===== src/logic/chip_mode_pkg.sv =====
package chip_mode_pkg;

    // ------------------------------------------------------------
    // Register map
    // ------------------------------------------------------------
    localparam logic [11:0] ADDR_OPERATING_MODE = 12'h200;
    localparam logic [11:0] ADDR_DECIMATION     = 12'h201;
    localparam logic [7:0]  RESET_OPERATING     = 8'h00;
    localparam logic [7:0]  RESET_DECIMATION    = 8'h00;
    localparam logic [11:0] ADDR_TIMESTAMP      = 12'h202;

    // ------------------------------------------------------------
    // Field layout
    // ------------------------------------------------------------
    localparam int          Q_IGNORE_BIT        = 5;
    localparam logic [7:0]  OPERATING_WR_MASK   = 8'h2f;
    localparam logic [7:0]  DECIMATION_WR_MASK  = 8'h0f;
    localparam logic [3:0]  APP_FULL_BANDWIDTH  = 4'h0;
    localparam logic [3:0]  APP_TWO_PATHS       = 4'h2;
    localparam logic [3:0]  DECIM_BYPASS        = 4'h0;

    // Bundle of mode outputs steering the conversion path.
    typedef struct packed {
        logic       q_path_enable;
        logic       first_downconverter_en;
        logic       second_downconverter_en;
        logic       downconverter_bypass;
        logic [3:0] decimation_code;
    } path_ctrl_type;

endpackage


===== src/logic/chip_mode_config.sv =====
// Contract
// - Real-only bit drops quadrature path.
// - Application mode selects downconverter paths.
// - Timestamp pulse leaves link, monitor alone.
// - Captured pulse tags the coinciding sample.
// - Decimation code zero bypasses all downconverters.
`timescale 1ns/10ps
module chip_mode_config
(
    input  wire logic                          core_clk,
    input  wire logic                          rstn,
    input  wire logic [11:0]                   reg_addr,
    input  wire logic [7:0]                    reg_wdata,
    input  wire logic                          reg_wr,
    input  wire logic                          reg_rd,
    output logic [7:0]                         reg_rdata,
    input  wire logic                          timestamp_mode,
    input  wire logic                          sync_pulse_in,
    input  wire logic                          sample_valid,
    output chip_mode_pkg::path_ctrl_type       path_ctrl,
    output logic                               sample_tag,
    output logic                               divider_reset
);

    // ------------------------------------------------------------
    // Helper functions
    // ------------------------------------------------------------
    // Write strobe decode for one register address. Both configuration
    // registers share it so that their decode can never drift apart.
    // A write to any other address matches neither and is dropped.
    function automatic logic write_hit
    (
        input logic        wr,
        input logic [11:0] addr,
        input logic [11:0] target
    );
        return wr && (addr == target);
    endfunction

    // Both downconverter paths run only for the two-path code, and only
    // while the decimation ratio does not bypass them. Both enables use
    // this one decode, so they always change together.
    function automatic logic two_paths_on
    (
        input logic [3:0] mode,
        input logic       bypass_now
    );
        return !bypass_now && (mode == chip_mode_pkg::APP_TWO_PATHS);
    endfunction

    // A synchronised level is trusted once stages two and three hold it.
    // Stage one is never judged, since it may still be settling.
    function automatic logic stages_agree
    (
        input logic [2:0] stages
    );
        return stages[1] == stages[2];
    endfunction

    // ------------------------------------------------------------
    // Configuration registers
    // ------------------------------------------------------------
    logic [7:0] operating_r;
    logic [7:0] decimation_r;
    logic [7:0] tag_count_r;
    logic [2:0] sync_sr_r;
    logic       sync_seen_r;
    logic       tag_pending_r;

    // Reserved bits are masked so they always read back as zero.
    // The mask also keeps a careless write from setting a reserved bit.
    always_ff @(posedge core_clk)
    begin
        if (!rstn)
            operating_r <= chip_mode_pkg::RESET_OPERATING;
        else if (write_hit(reg_wr, reg_addr, chip_mode_pkg::ADDR_OPERATING_MODE))
            operating_r <= reg_wdata & chip_mode_pkg::OPERATING_WR_MASK;
    end

    // Undefined codes are stored as written; software must avoid them.
    // Checking every code here would cost a table for no gain in safety.
    always_ff @(posedge core_clk)
    begin
        if (!rstn)
            decimation_r <= chip_mode_pkg::RESET_DECIMATION;
        else if (write_hit(reg_wr, reg_addr, chip_mode_pkg::ADDR_DECIMATION))
            decimation_r <= reg_wdata & chip_mode_pkg::DECIMATION_WR_MASK;
    end

    // Read data stands one cycle after the strobe; unmapped reads give zero.
    always_ff @(posedge core_clk)
    begin
        if (!rstn)
            reg_rdata <= 8'h00;
        else if (reg_rd)
            unique case (reg_addr)
                chip_mode_pkg::ADDR_OPERATING_MODE: reg_rdata <= operating_r;
                chip_mode_pkg::ADDR_DECIMATION:     reg_rdata <= decimation_r;
                chip_mode_pkg::ADDR_TIMESTAMP:      reg_rdata <= tag_count_r;
                default:                            reg_rdata <= 8'h00;
            endcase
        else
            reg_rdata <= 8'h00;
    end

    // ------------------------------------------------------------
    // Path control decode
    // ------------------------------------------------------------
    // Decode of the stored fields, shared by the steering logic below.
    logic [3:0]                   app_mode;
    logic [3:0]                   decim_code;
    logic                         bypass;
    chip_mode_pkg::path_ctrl_type path_ctrl_nxt;

    // Field views of the two registers; only the low nibble carries a code.
    assign app_mode   = operating_r[3:0];
    assign decim_code = decimation_r[3:0];
    assign bypass     = (decim_code == chip_mode_pkg::DECIM_BYPASS);

    // Next steering word. Bypass overrides the application mode so full-rate
    // data never meets a filter; codes other than the two defined ones leave
    // every downconverter off rather than guess at an arrangement.
    always_comb
    begin
        path_ctrl_nxt                         = '0;
        path_ctrl_nxt.q_path_enable           = ~operating_r[chip_mode_pkg::Q_IGNORE_BIT];
        path_ctrl_nxt.first_downconverter_en  = two_paths_on(app_mode, bypass);
        path_ctrl_nxt.second_downconverter_en = two_paths_on(app_mode, bypass);
        path_ctrl_nxt.downconverter_bypass    = bypass || (app_mode == chip_mode_pkg::APP_FULL_BANDWIDTH);
        path_ctrl_nxt.decimation_code         = decim_code;
    end

    // The word is registered so the conversion path sees one clean change per
    // write, at the cost of one cycle of latency after the write lands.
    always_ff @(posedge core_clk)
    begin
        if (!rstn)
            path_ctrl <= '0;
        else
            path_ctrl <= path_ctrl_nxt;
    end

    // ------------------------------------------------------------
    // Reference pulse handling
    // ------------------------------------------------------------
    // Decode results of the synchroniser, shared by the edge logic below.
    logic sync_agree;
    logic sync_rise;

    // The pin is asynchronous: three stages in a row. Only the shift itself
    // reads stage one, so a metastable first stage never fans out.
    always_ff @(posedge core_clk)
    begin
        if (!rstn)
            sync_sr_r <= 3'h0;
        else
            sync_sr_r <= {sync_sr_r[1:0], sync_pulse_in};
    end

    // A level counts once stages two and three agree, which also drops a
    // glitch that is seen by a single sample only.
    assign sync_agree = stages_agree(sync_sr_r);

    // Last accepted level of the pin. It resets low, the idle level of the
    // reference, so no false rise follows a reset.
    always_ff @(posedge core_clk)
    begin
        if (!rstn)
            sync_seen_r <= 1'b0;
        else if (sync_agree)
            sync_seen_r <= sync_sr_r[2];
    end

    // One-cycle marker of an accepted rising level.
    assign sync_rise = sync_agree && sync_sr_r[2] && !sync_seen_r;

    // ------------------------------------------------------------
    // Divider reset and sample tagging
    // ------------------------------------------------------------
    // In timestamp mode the pulse never resets the dividers, so the serial
    // link and the signal monitor run on undisturbed.
    always_ff @(posedge core_clk)
    begin
        if (!rstn)
            divider_reset <= 1'b0;
        else
            divider_reset <= sync_rise && !timestamp_mode;
    end

    // A pulse that meets no sample waits here for the next valid one. A pulse
    // that meets a sample tags it at once and leaves nothing pending, so one
    // pulse can never mark two samples. Leaving timestamp mode drops a wait.
    always_ff @(posedge core_clk)
    begin
        if (!rstn)
            tag_pending_r <= 1'b0;
        else if (timestamp_mode && sync_rise && !sample_valid)
            tag_pending_r <= 1'b1;
        else if (sample_valid || !timestamp_mode)
            tag_pending_r <= 1'b0;
    end

    // The tag is a registered pulse in the cycle after the tagged sample.
    always_ff @(posedge core_clk)
    begin
        if (!rstn)
            sample_tag <= 1'b0;
        else
            sample_tag <= sample_valid && timestamp_mode && (tag_pending_r || sync_rise);
    end

    // Running count of tagged samples. It wraps at 255 with no flag, so
    // software that polls it must read it at least once per 255 pulses
    // to keep an exact tally.
    always_ff @(posedge core_clk)
    begin
        if (!rstn)
            tag_count_r <= 8'h00;
        else if (sample_tag)
            tag_count_r <= tag_count_r + 8'h01;
    end

endmodule // chip_mode_config


===== config.mk =====
export PLATFORM = sky130hd
export DESIGN_NAME = chip_mode_config
export DESIGN_NICKNAME = d
export VERILOG_FILES = /design/src/logic/chip_mode_pkg.sv /design/src/logic/chip_mode_config.sv
export SDC_FILE = /design/constraint.sdc
export NUM_CORES = 1
export LEC_CHECK = 0
export ABC_AREA = 1
export BUFFER_PORTS_ARGS = -buffer_cell sky130_fd_sc_hd__buf_2
export CAP_MARGIN = 10
export CORE_MARGIN = 4
export CORE_UTILIZATION = 25
export CTS_BUF_LIST = sky130_fd_sc_hd__clkbuf_4 sky130_fd_sc_hd__clkbuf_8
export DETAILED_ROUTE_END_ITERATION = 7
export PLACE_DENSITY = 0.47
export SLEW_MARGIN = 20
export SYNTH_ARGS = -nofsm -noshare
export SYNTH_HDL_FRONTEND = slang
export SYNTH_SLANG_ARGS = --single-unit

===== constraint.sdc =====
create_clock -name core_clk -period 1.1 [get_ports core_clk]
set_input_delay 0.11 -clock core_clk [delete_from_list [all_inputs] [get_ports core_clk]]
set_output_delay 0.11 -clock core_clk [all_outputs]
set_load 0.02 [all_outputs]

==> out/summary.txt <==
Max Clk Rate - 946 MHz
Final Cycle Share - 0.961
critical path's slowest cell - dfxtp_4
first-pass GRT wire length - 5890 µm
I/O pin count - 45
unrepaired setup endpoints after global routing - true
TritonCTS Buffers - 5
antenna violations before repair - 0
setup_tns - 0 ns
WP buf/inv - 0
core area - 6350 µm²
Port Buffers - 41
DR pass1 iterations - 4
CTS tree - built
worst skew pair latency - 0.29 ns
H-tree levels - 2
Tot GR Track Use - 0.0968
status - complete, no violations
Worst Skew - 0.00648 ns
row count - 29
type of origin of the critical path - register
P_leak - 0.00113 µW
GRT Residual Overflow - 0
via count - 1453
Die H - 89 µm
met1 Track Usage GR - 0.123
Total Wirelength - 3740 µm
relative slew slack - 0.836
Worst-path clk slew - 0.07 ns
Crit. End Element - register
met2 usage in global routing - 0.154
worst path required time - 1.28 ns
CP peak stage delay - 0.38 ns
RePlAce Congestion - 0.738
total die area - 7920 µm²
HP Class - input pin to register
ys async rst share - 0
crit path kind - register to register
grt met3 use - 0.0304
max-slew violations - 0
clock buffer depth - 2
GRT busiest layer - met2
ys flop type - dfxtp_1
Unique masters post-synth - 24
n_diodes - 0
placed cells - 346
Final setup viols - 0
CTS Sinks - 39
final hold violations - 0
ranking of synthesized cells by area - dfxtp_1 48%, nand2_1 10%, nor2_1 9.4%
Iteration-0 DRC Markers - 52
Fin Hold WS - 0.0153 ns
Pwr Density - 1170 nW/µm²
vias in the first global route - 1263
remaining antenna violation count - 0
layout cell share with drive strength beyond 1 - 0.313
DRC - 0
synthesized area - 1640 µm²
Area Growth Syn to Fin - 32.6%
post-layout min period - 1.06 ns
post-synthesis sequential area ratio - 0.476
critical path cell sequence - ha_4, nand3_4, nor2_4, nand2_2, o21ai_2, nor2_1
Pwr Total - 2540 µW
Nets - 307
initial core utilization - 0.258
area leader, netlist - dfxtp_1
Critical Path Fanout Max - 4
design area - 2180 µm²
Via density - 4.09
Synth Instances - 222
Yosys top cell area share - 0.476
DR WL/cell - 10.5 µm
Clock Root Buffer - clkbuf_8
Max Cap Viol - 0
setup slack on the worst flop-to-flop path - 0.04 ns
register bit total from synthesis - 39
VDD IR max - 0.477 mV
largest net degree at the start of global routing - 21
synth cell count leaders - 44 x nand2_1, 41 x nor2_1, 39 x dfxtp_1, 36 x inv_1, 21 x nand3_1
Syn. warnings - 0
Layout Cells excl Fill - 355
synthesized net count - 251
cell with the most instances after synthesis - nand2_1
Mean Syn Cell Area - 7.39 µm²
number of synthesized flops with an enable pin - 0
CP top delay family - flip-flops
HPWL Detailed - 2790 µm
arrival time worst endpoint - 1.24 ns
DP Area - 2000 µm²
die width - 89 µm
Worst Tran Pin Value - 0.246 ns
## final timing paths
check | startpoint | endpoint | depth (start not counted)
worst min register to register | sync_sr_r[0] | sync_sr_r[1] | 2
worst max register to register | tag_count_r[1] | tag_count_r[6] | 6
worst max-delay path | tag_count_r[1] | tag_count_r[6] | 6
worst min-delay path | timestamp_mode | divider_reset | 2
## what timing repair did
action / CTS / global route
pin swaps: 2 / 5
endpoints found under the hold margin: 1 / 0
buffers inserted: 0 / 1
gates resized for setup: 5 / 14
hold buffers: 1 / 0
endpoints found under the setup margin: 3 / 4
## cell type report
type	count	area [µm²]
well taps	77	96.3
multi-input cells	141	742
clock inverters	1	5.00
flip-flops and latches	39	793
inverters	37	139
clock buffers	6	82.6
fillers	682	4170
repair buffers	54	318
## registers in the layout (all words and copies together), names as in the netlist
| signal | flops |
|---|---|
| path_ctrl | 7 |
| sync_seen_r | 1 |
| divider_reset | 1 |
| decimation_r | 4 |
| reg_rdata | 8 |
| tag_pending_r | 1 |
| sync_sr_r | 3 |
| tag_count_r | 8 |
| sample_tag | 1 |
| operating_r | 5 |
## layer usage
layer | vias to the layer above | part of all wire
met3 | 6 | 0.053
li1 | 794 | -
met5 | - | 0
met1 | 627 | 0.49
met2 | 26 | 0.45
met4 | 0 | 0.013
## where the power goes
| group | leakage, µW | switching (µW) | internal [µW] |
|---|---|---|---|
| sequential | 0.000318 | 3.79 | 1410 |
| combinational | 0.000767 | 80.1 | 56.4 |
| clock | 0.0000470 | 490 | 492 |
## layout by cell type, fill, tap and decap left out, types with 2 or more instances in the layout
cell type,count
a21oi_1,7
nand3_2,2
inv_2,2
nand3_1,19
nand2_1,43
nor2_1,39
buf_4,11
nor3_2,3
inv_1,35
dfxtp_1,35
nor2_2,4
nand2_2,4
clkbuf_8,6
buf_2,41
nand3_4,3
o21ai_0,5
dfxtp_4,3
o211ai_1,2
nand4_1,2
## metrics by stage
step,worst slack (ns),util
floorplan,0.00580,-
global placement,-0.0651,0.316
detailed placement,-0.0978,0.316
CTS,-0.000951,0.334
global route,-0.0286,0.343
finish,0.0433,0.343
## cell families (layout without fill, tap and decap cells)
logic type | after synthesis | count (layout) | share of synthesized area
AND/OR/NAND/NOR | 122 | 122 | 0.344
buffers and inverters | 42 | 98 | 0.106
flip-flops | 39 | 39 | 0.476
AO/OA/AOI/OAI | 17 | 17 | 0.0587
adder cells (fa/ha/maj) | 2 | 2 | 0.0153
Note: power is estimated with default switching activity, not from simulation.
